File: src/hw/flns_defs.svh
// What this block does
// [RULE1] 32-bit station status vector at a configurable base reference.
// [RULE2] Status bits ordered by ascending bus address, lowest at bit zero.
// [RULE3] Host samples the whole status vector once per bus scan.
// [RULE4] Own address bit is 1 when on bus and configured, else 0.
// [RULE5] A station bit is 1 only when configured and present.
// [RULE6] Bit is 0 if absent, unconfigured or lengths mismatched.
// [RULE7] No station added or lost entries go into the fault log.
// [RULE8] Faults from stations, controller and bus are logged automatically.
// [RULE9] Log holds at most 32 entries; later faults may be lost.
// [RULE10] Raise the log full flag when the log becomes full.
// [RULE11] First 16 entries after a clear are never displaced.
// [RULE12] Entries 17 to 32 form a FIFO; fault 33 drops entry 17.
// [RULE13] A clear removes every log entry at once.
// [RULE14] Clear accepted from programming tool, handheld monitor or datagram; code takes the handheld programmer clear instead.
// [RULE15] Handheld programmer never clears the controller's own faults.
// [RULE16] Clearing does not reset conditions; recurring faults log again.
// [RULE17] Each fault has a category; fatal faults stop the host CPU.
// [RULE18] Each entry records circuit number and date and time.
// [RULE19] Reference address is memory-type code plus five-digit offset.
// [RULE20] Type field: circuit, module, bus, block loss, software exception.
// [RULE21] Host should poll the status vector regularly, mainly with hold.
// [RULE22] A second bus module sharing the host must not report faults.
// [RULE23] On station loss hold last inputs or force zero, by configuration.
// [RULE24] Status vector updates as one snapshot at the scan boundary.
`ifndef FLNS_DEFS_SVH
`define FLNS_DEFS_SVH

`define FLNS_STATIONS 32
`define FLNS_LOG_DEPTH 32
`define FLNS_KEEP_DEPTH 16
`define FLNS_STATUS_BASE_RST 16'h0001
`define FLNS_OFS_MAX 17'h1869f

`endif

File: src/hw/flns_pkg.sv
package flns_pkg;

    typedef enum logic [2:0] {
        FLNS_MEM_I = 3'h0,
        FLNS_MEM_Q = 3'h1,
        FLNS_MEM_IQ = 3'h2,
        FLNS_MEM_AI = 3'h3,
        FLNS_MEM_AQ = 3'h4
    } flns_mem_t;

    typedef enum logic [2:0] {
        FLNS_FT_CIRCUIT = 3'h0,
        FLNS_FT_MODULE = 3'h1,
        FLNS_FT_BUS = 3'h2,
        FLNS_FT_BLOCK_LOSS = 3'h3,
        FLNS_FT_SW_EXCEPT = 3'h4
    } flns_ftype_t;

    typedef enum logic [1:0] {
        FLNS_SRC_STATION = 2'h0,
        FLNS_SRC_CTRL = 2'h1,
        FLNS_SRC_BUS = 2'h2
    } flns_src_t;

    typedef struct packed {
        logic [15:0] location;
        logic [7:0] circuit;
        flns_mem_t mem;
        logic [16:0] offset;
        logic fatal;
        flns_ftype_t ftype;
        flns_src_t src;
        logic [31:0] stamp;
    } flns_entry_t;

endpackage

File: src/hw/flns_fault_log.sv
`timescale 1ns/100ps
`include "flns_defs.svh"

module flns_fault_log
    import flns_pkg::*;
#(
    parameter int STATIONS = `FLNS_STATIONS,
    parameter int LOG_DEPTH = `FLNS_LOG_DEPTH,
    parameter int KEEP_DEPTH = `FLNS_KEEP_DEPTH
)
(
    // Clock and reset
    input wire logic ref_clk,
    input wire logic rst,
    // Configuration
    input wire logic [15:0] status_base,
    input wire logic [4:0] own_station_bus_address,
    input wire logic own_configured,
    input wire logic own_on_bus,
    input wire logic [STATIONS-1:0] station_configured,
    input wire logic [STATIONS-1:0] station_present,
    input wire logic [STATIONS-1:0] station_len_ok,
    input wire logic input_hold,
    // Station input data
    input wire logic [STATIONS-1:0] station_in_data,
    output logic [STATIONS-1:0] station_in_to_host,
    // Bus scan and status vector
    input wire logic scan_tick,
    output logic [STATIONS-1:0] status_vector,
    output logic [15:0] status_ref,
    // Fault reporting
    input wire logic fault_valid,
    input wire flns_entry_t fault_entry,
    // Clear sources
    input wire logic clear_tool,
    input wire logic clear_handheld_programmer,
    input wire logic clear_datagram,
    // Log read port
    input wire logic [4:0] rd_index,
    output flns_entry_t rd_entry,
    output logic [5:0] log_count,
    output logic log_full,
    output logic [15:0] overflow_count,
    output logic cpu_stop
);

    // ************************************************************
    // Status vector
    // ************************************************************
    logic [STATIONS-1:0] next_status;

    always_comb
    begin
        for (int i = 0; i < STATIONS; i++)
        begin
            // Bit index equals bus address, ascending from the base
            next_status[i] = station_configured[i] & station_present[i]
                & station_len_ok[i]; // RULE2 RULE5 RULE6
        end
        next_status[own_station_bus_address] =
            own_configured & own_on_bus; // RULE4
    end

    always_ff @(posedge ref_clk)
    begin
        if (rst)
        begin
            status_vector <= '0;
            status_ref <= `FLNS_STATUS_BASE_RST;
        end
        else if (scan_tick)
        begin
            status_vector <= next_status; // RULE24 RULE1
            status_ref <= status_base; // RULE1
        end
    end

    // ************************************************************
    // Lost station input default
    // ************************************************************
    always_ff @(posedge ref_clk)
    begin
        if (rst)
            station_in_to_host <= '0;
        else
        begin
            for (int i = 0; i < STATIONS; i++)
            begin
                if (station_present[i])
                    station_in_to_host[i] <= station_in_data[i];
                else if (!input_hold)
                    station_in_to_host[i] <= 1'b0; // RULE23
            end
        end
    end

    // ************************************************************
    // Fault log
    // ************************************************************
    localparam int FIFO_DEPTH = LOG_DEPTH - KEEP_DEPTH;

    flns_entry_t mem [LOG_DEPTH];
    // Oldest entry of the FIFO region once the log is full
    logic [5:0] fifo_head;
    logic do_clear;
    logic do_log;
    logic [5:0] wr_slot;

    function automatic logic [5:0] fifo_slot(input logic [5:0] base,
                                             input logic [5:0] n);
        logic [5:0] s;
        s = base + n;
        if (s >= 6'(FIFO_DEPTH))
            s = s - 6'(FIFO_DEPTH);
        return s;
    endfunction

    // Handheld clear only wipes if no controller fault is held
    logic ctrl_fault_held;
    always_comb
    begin
        ctrl_fault_held = 1'b0;
        for (int i = 0; i < LOG_DEPTH; i++)
        begin
            if (6'(i) < log_count && mem[i].src == FLNS_SRC_CTRL)
                ctrl_fault_held = 1'b1;
        end
    end

    // An accepted clear wins over a fault in the same cycle
    assign do_clear = clear_tool | clear_datagram
        | (clear_handheld_programmer & ~ctrl_fault_held); // RULE14 RULE15
    // Station add or loss is never a fault input here
    assign do_log = fault_valid & ~do_clear; // RULE7 RULE8 RULE16

    always_comb
    begin
        if (log_count < 6'(KEEP_DEPTH))
            wr_slot = log_count;
        else if (log_count < 6'(LOG_DEPTH))
            wr_slot = 6'(KEEP_DEPTH)
                + fifo_slot(fifo_head, log_count - 6'(KEEP_DEPTH));
        else
            wr_slot = 6'(KEEP_DEPTH) + fifo_head; // RULE12
    end

    // Offsets past five decimal digits are held at the largest legal one
    flns_entry_t next_entry;

    always_comb
    begin
        next_entry = fault_entry;
        if (fault_entry.offset > `FLNS_OFS_MAX)
            next_entry.offset = `FLNS_OFS_MAX; // RULE19
    end

    always_ff @(posedge ref_clk)
    begin
        if (do_log)
            mem[wr_slot[4:0]] <= next_entry; // RULE18 RULE19 RULE20
    end

    always_ff @(posedge ref_clk)
    begin
        if (rst || do_clear)
        begin
            log_count <= '0; // RULE13
            fifo_head <= '0;
            log_full <= 1'b0;
            overflow_count <= '0;
        end
        else if (do_log)
        begin
            if (log_count < 6'(LOG_DEPTH))
                log_count <= log_count + 6'h01; // RULE9 RULE11
            else
            begin
                fifo_head <= fifo_slot(fifo_head, 6'h01); // RULE12
                overflow_count <= overflow_count + 16'h0001;
            end
            if (log_count >= 6'(LOG_DEPTH - 1))
                log_full <= 1'b1; // RULE10
        end
    end

    always_ff @(posedge ref_clk)
    begin
        if (rst || do_clear)
            cpu_stop <= 1'b0;
        else if (do_log && fault_entry.fatal)
            cpu_stop <= 1'b1; // RULE17
    end

    // ************************************************************
    // Read port, oldest first
    // ************************************************************
    logic [5:0] rd_slot;
    always_comb
    begin
        if (rd_index < 5'(KEEP_DEPTH))
            rd_slot = {1'b0, rd_index};
        else
            rd_slot = 6'(KEEP_DEPTH)
                + fifo_slot(fifo_head, {1'b0, rd_index} - 6'(KEEP_DEPTH));
    end

    always_ff @(posedge ref_clk)
    begin
        if (rst)
            rd_entry <= '0;
        else
            rd_entry <= mem[rd_slot[4:0]];
    end

    // ************************************************************
    // Checks: status vector and station inputs
    // ************************************************************
    a_status_snap: assert property ( // RULE24
        @(posedge ref_clk) disable iff (rst)
        !scan_tick |=> $stable(status_vector))
        else $error("status changed mid scan");

    a_status_and: assert property ( // RULE5 RULE6
        @(posedge ref_clk) disable iff (rst)
        scan_tick |=> (status_vector & ~$past(station_configured
            & station_present & station_len_ok)
            & ~(STATIONS'(1) << $past(own_station_bus_address))) == '0)
        else $error("absent station shows present");

    a_own_bit: assert property ( // RULE4
        @(posedge ref_clk) disable iff (rst)
        scan_tick |=> status_vector[$past(own_station_bus_address)]
            == $past(own_configured && own_on_bus))
        else $error("own status bit wrong");

    a_ref_latch: assert property ( // RULE1
        @(posedge ref_clk) disable iff (rst)
        scan_tick |=> status_ref == $past(status_base))
        else $error("status base not taken at scan");

    a_lost_zero: assert property ( // RULE23
        @(posedge ref_clk) disable iff (rst)
        !station_present[0] && !input_hold |=> !station_in_to_host[0])
        else $error("lost input not forced off");

    a_hold_last: assert property ( // RULE23
        @(posedge ref_clk) disable iff (rst)
        !station_present[0] && input_hold
            |=> $stable(station_in_to_host[0]))
        else $error("lost input not held");

    a_live_pass: assert property ( // RULE23
        @(posedge ref_clk) disable iff (rst)
        station_present[0]
            |=> station_in_to_host[0] == $past(station_in_data[0]))
        else $error("live input not passed");

    // ************************************************************
    // Checks: fault log filling and overflow
    // ************************************************************
    a_log_step: assert property ( // RULE8
        @(posedge ref_clk) disable iff (rst)
        do_log && log_count < 6'h20
            |=> log_count == $past(log_count) + 6'h01)
        else $error("fault not counted");

    a_log_idle: assert property ( // RULE9
        @(posedge ref_clk) disable iff (rst)
        !do_log && !do_clear
            |=> $stable(log_count) && $stable(overflow_count))
        else $error("log changed with no fault");

    a_count_bounded: assert property ( // RULE9
        @(posedge ref_clk) disable iff (rst)
        log_count <= 6'h20)
        else $error("log count above 32");

    a_ovf_step: assert property ( // RULE9
        @(posedge ref_clk) disable iff (rst)
        do_log && log_count == 6'h20 |=> log_count == 6'h20
            && overflow_count == $past(overflow_count) + 16'h0001)
        else $error("overflow not counted");

    a_full_at_32: assert property ( // RULE10
        @(posedge ref_clk) disable iff (rst)
        !do_clear && do_log && log_count == 6'h1f |=> log_full)
        else $error("full flag not raised on 32nd entry");

    a_full_sticky: assert property ( // RULE10
        @(posedge ref_clk) disable iff (rst)
        log_full && !do_clear |=> log_full)
        else $error("full flag dropped without clear");

    a_write_slot: assert property ( // RULE11
        @(posedge ref_clk) disable iff (rst)
        do_log && log_count < 6'h10 |-> wr_slot == log_count)
        else $error("early entry misplaced");

    a_keep_region: assert property ( // RULE11
        @(posedge ref_clk) disable iff (rst)
        do_log && log_count >= 6'h10 |-> wr_slot >= 6'h10)
        else $error("kept entry overwritten");

    a_fifo_wrap: assert property ( // RULE12
        @(posedge ref_clk) disable iff (rst)
        do_log && log_count == 6'h20
            |=> fifo_head == fifo_slot($past(fifo_head), 6'h01))
        else $error("fifo head did not advance");

    // ************************************************************
    // Checks: clearing and fault category
    // ************************************************************
    a_clear_all: assert property ( // RULE13
        @(posedge ref_clk) disable iff (rst)
        clear_tool || clear_datagram
            |=> log_count == 6'h00 && !log_full)
        else $error("clear left entries");

    a_any_clear: assert property ( // RULE13 RULE14
        @(posedge ref_clk) disable iff (rst)
        do_clear |=> log_count == 6'h00)
        else $error("accepted clear left entries");

    a_handheld_blocked: assert property ( // RULE15
        @(posedge ref_clk) disable iff (rst)
        clear_handheld_programmer && ctrl_fault_held && !clear_tool
            && !clear_datagram |=> log_count != 6'h00)
        else $error("handheld cleared controller fault");

    a_fatal_stop: assert property ( // RULE17
        @(posedge ref_clk) disable iff (rst)
        do_log && fault_entry.fatal |=> cpu_stop)
        else $error("fatal fault did not stop cpu");

    a_stop_diag: assert property ( // RULE17
        @(posedge ref_clk) disable iff (rst)
        !cpu_stop && !(do_log && fault_entry.fatal)
            |=> !cpu_stop)
        else $error("diagnostic fault stopped cpu");

    a_stop_sticky: assert property ( // RULE17
        @(posedge ref_clk) disable iff (rst)
        cpu_stop && !do_clear |=> cpu_stop)
        else $error("stop dropped without clear");

endmodule

File: config.mk
export PLATFORM = sky130hd
export DESIGN_NAME = flns_fault_log
export DESIGN_NICKNAME = d
export VERILOG_FILES = /design/src/hw/flns_pkg.sv /design/src/hw/flns_fault_log.sv
export VERILOG_INCLUDE_DIRS = /design/src /design/src/hw
export SDC_FILE = /design/constraint.sdc
export NUM_CORES = 2
export LEC_CHECK = 0
export BUFFER_PORTS_ARGS = -buffer_cell sky130_fd_sc_hd__buf_2
export CAP_MARGIN = 20
export CORE_UTILIZATION = 35
export DETAILED_ROUTE_END_ITERATION = 6
export PLACE_DENSITY_LB_ADDON = 0.15
export SYNTH_ARGS = -nofsm -noshare
export SYNTH_HDL_FRONTEND = slang
export SYNTH_SLANG_ARGS = --single-unit
File: constraint.sdc
create_clock -name ref_clk -period 21.6 [get_ports ref_clk]
set_clock_uncertainty 0.1 [all_clocks]
set_input_delay 1.08 -clock ref_clk [delete_from_list [all_inputs] [get_ports ref_clk]]
set_output_delay 1.08 -clock ref_clk [all_outputs]
set_load 0.1 [all_outputs]
==> flow_metrics.env <==
export IMPL_grt_pass1_wl_um=432000
export IMPL_yosys_warnings=0
export IMPL_synthCells=4934
export IMPL_postCtsSetupBuffers=0
export IMPL_rsz0062_at_grt="no"
export IMPL_grt_usage_pct=19.8
export IMPL_power_density_nw_per_um2=96.8
export IMPL_syn_cell_area_sq_um=107000
export IMPL_worst_pin_slew_ns=1.70
export IMPL_cts_buffer_depth=4
export IMPL_pin_count=432
export IMPL_nNetsFinal=5812
export IMPL_fp_coreArea_sq_um=306000
export IMPL_cts_sinks=2816
export IMPL_place_ws_ns=14.28
export IMPL_ys_flop_type="edfxtp_1"
export IMPL_grt_start_max_net_pins=109
export IMPL_syn_nets=5205
export IMPL_worstPathRequired_ns=22.24
export IMPL_max_slew_margin_pct=-13.6
export IMPL_ys_types=56
export IMPL_area_growth_pct=16.6
export IMPL_routed_via_density=5.37
export IMPL_place_congestion=0.760
export IMPL_setup_viol=0
export IMPL_clock_latency_ns=0.92
export IMPL_die_y_um=556
export IMPL_die_area_sq_um=309000
export IMPL_fin_ws_ns=15.29
export IMPL_tns_ns=0
export IMPL_die_x_um=556
export IMPL_postCtsHoldBufs=0
export IMPL_detail_route_antenna_nets=0
export IMPL_ys_ff_latch=2816
export IMPL_ys_seq_area_share_pct=76.9
export IMPL_numCtsBuffers=312
export IMPL_firstDrtPassIters=7
export IMPL_io_buffers=431
export IMPL_async_flop_share_pct=0
export IMPL_post_route_period_util_pct=29.2
export IMPL_place_hpwl_um=151000
export IMPL_endpoint_kind="flop"
export IMPL_r2r_cells=15
export IMPL_slew_violations=31
export IMPL_grt_pass1_vias=54900
export IMPL_drive_above_1_share_pct=30.0
export IMPL_cap_violations=0
export IMPL_p_leak_nw=41.0
export IMPL_htreeDepth=5
export IMPL_overflow=0
export IMPL_cts_resized=0
export IMPL_syn_avg_cell_area_sq_um=21.8
export IMPL_critPathLaunchType="flop"
export IMPL_row_count=203
export IMPL_antenna_found_initial=43
export IMPL_drtIter0Drc=5192
export IMPL_post_route_min_period_ns=6.31
export IMPL_cp_max_fo=48
export IMPL_hold_path_class="primary input to flop"
export IMPL_hold_path_depth=2
export IMPL_ctsRootBufferMaster="clkbuf_16"
export IMPL_drc_errors=4
export IMPL_layout_common_cells="edfxtp_1 (2624), mux4_2 (656), buf_2 (431)"
export IMPL_wl_um=309000
export IMPL_synth_edf_count=2624
export IMPL_crit_type="flop to flop"
export IMPL_layout_commonest_cell="edfxtp_1"
export IMPL_hold_viol=0
export IMPL_clkTransAtPathRegs_ns=0.06
export IMPL_violations="DRC, slew limit"
export IMPL_fmax_mhz=159
export IMPL_wl_per_cell_um=31.2
export IMPL_start_util_pct=35.2
export IMPL_status="finished with violations"
export IMPL_cp_arrival_ns=6.95
export IMPL_vias=53200
export IMPL_cts_tree="built"
export IMPL_ir_drop_mv=0.0643
-- layer usage --
metal	GRT usage [%]	share of wire [%]
met5	0	0.053
met4	4.59	2.2
met3	2.79	4.7
met2	33.1	49
met1	27.3	44
-- registers in the layout, indices dropped and copies added (netlist names) --
name and cells:
cpu_stop 1, fifo_head 6, log_count 6, log_full 1, mem 2624, overflow_count 16
rd_entry 82, station_in_to_host 32, status_ref 16, status_vector 32
-- critical path, stage by stage, from the launching register on --
cell      delay [ns]
dfxtp_1         0.37
ha_1            0.30
ha_1            0.16
inv_1           0.07
fa_1            0.46
nand2b_1        0.17
a21oi_1         0.16
xnor2_1         0.13
o21ai_4         0.13
buf_4           0.57
buf_4           0.88
buf_4           0.93
buf_4           0.92
mux2i_1         0.29
o22a_1          0.18
o221ai_1        0.10
-- stage by stage --
stage | util (%) | power [mW] | hold slack [ns] | area (sq um) | cells
2_1_floorplan | - | 6.72 | 0.433 | 107000 | 4934
3_3_place_gp | 37.6 | 6.99 | 0.374 | 115000 | 9318
3_5_place_dp | 37.6 | 6.99 | 0.375 | 115000 | 9318
4_1_cts | 40.9 | 12.3 | 0.212 | 125000 | 9889
5_1_grt | 41.0 | 12.5 | 0.245 | 125000 | 9904
6_report | 41.0 | 12.1 | 0.287 | 125000 | 9907
-- final timing paths --
kind                                     to                           start  slack [ns]
max                 rd_entry[76]$_SDFF_PP0_       fifo_head[1]$_SDFFE_PP0P_       15.29
min              status_ref[0]$_SDFFE_PP1P_                  status_base[0]        0.29
min reg2reg  status_vector[14]$_SDFFE_PP0P_  status_vector[14]$_SDFFE_PP0P_        0.38
max reg2reg         rd_entry[76]$_SDFF_PP0_       fifo_head[1]$_SDFFE_PP0P_       15.29
-- cell type report --
class	count	area (sq um)
Sequential cell	2816	82600
Antenna cell	9	22.5
Timing Repair Buffer	569	3570
Clock buffer	409	8470
Inverter	23	86.3
Tap cell	4100	5130
Multi-Input combinational cell	1819	23700
Fill cell	26800	180000
Clock inverter	162	1580
-- report_power, final --
group          internal [mW]  leakage (nW)  switching [mW]
clock network           3.05          4.92            2.21
logic                  0.276          11.0           0.570
registers               5.99          25.2          0.0298
-- cells in the mapped netlist (3+ instances only) --
library cell,instances,share of area (%)
nand2_1,63,0.22
inv_1,23,0.080
nor2b_1,13,0.076
a31oi_1,39,0.23
nor2_1,128,0.45
o22a_1,82,0.67
nand4_1,4,0.023
a211oi_1,32,0.22
o221ai_1,82,0.67
ha_1,23,0.27
buf_2,99,0.46
nor3b_1,12,0.084
xor2_1,14,0.11
nor4_1,11,0.064
nor3_1,51,0.24
nor3_2,10,0.093
dfxtp_1,192,3.6
mux4_2,656,14
and3_1,7,0.041
mux2i_1,351,3.3
a21oi_1,85,0.40
o211ai_1,3,0.021
nand2b_1,24,0.14
buf_6,6,0.063
nand3_1,45,0.21
buf_1,43,0.15
edfxtp_1,2624,73
or2_2,14,0.082
and2_1,7,0.041
clkbuf_1,126,0.44
xnor2_1,15,0.12
nand3b_1,3,0.021
o21ai_0,14,0.065
-- cell families after synthesis --
logic type / count (synthesis) / synth area share [%]
buffers and inverters: 299 / 1.22
adder cells (fa/ha/maj): 25 / 0.305
XOR/XNOR: 29 / 0.236
AO/OA/AOI/OAI: 355 / 2.42
multiplexers: 1009 / 17.0
AND/OR/NAND/NOR: 401 / 1.86
flip-flops: 2816 / 76.9
No activity file was read; power rests on OpenSTA's default activity.
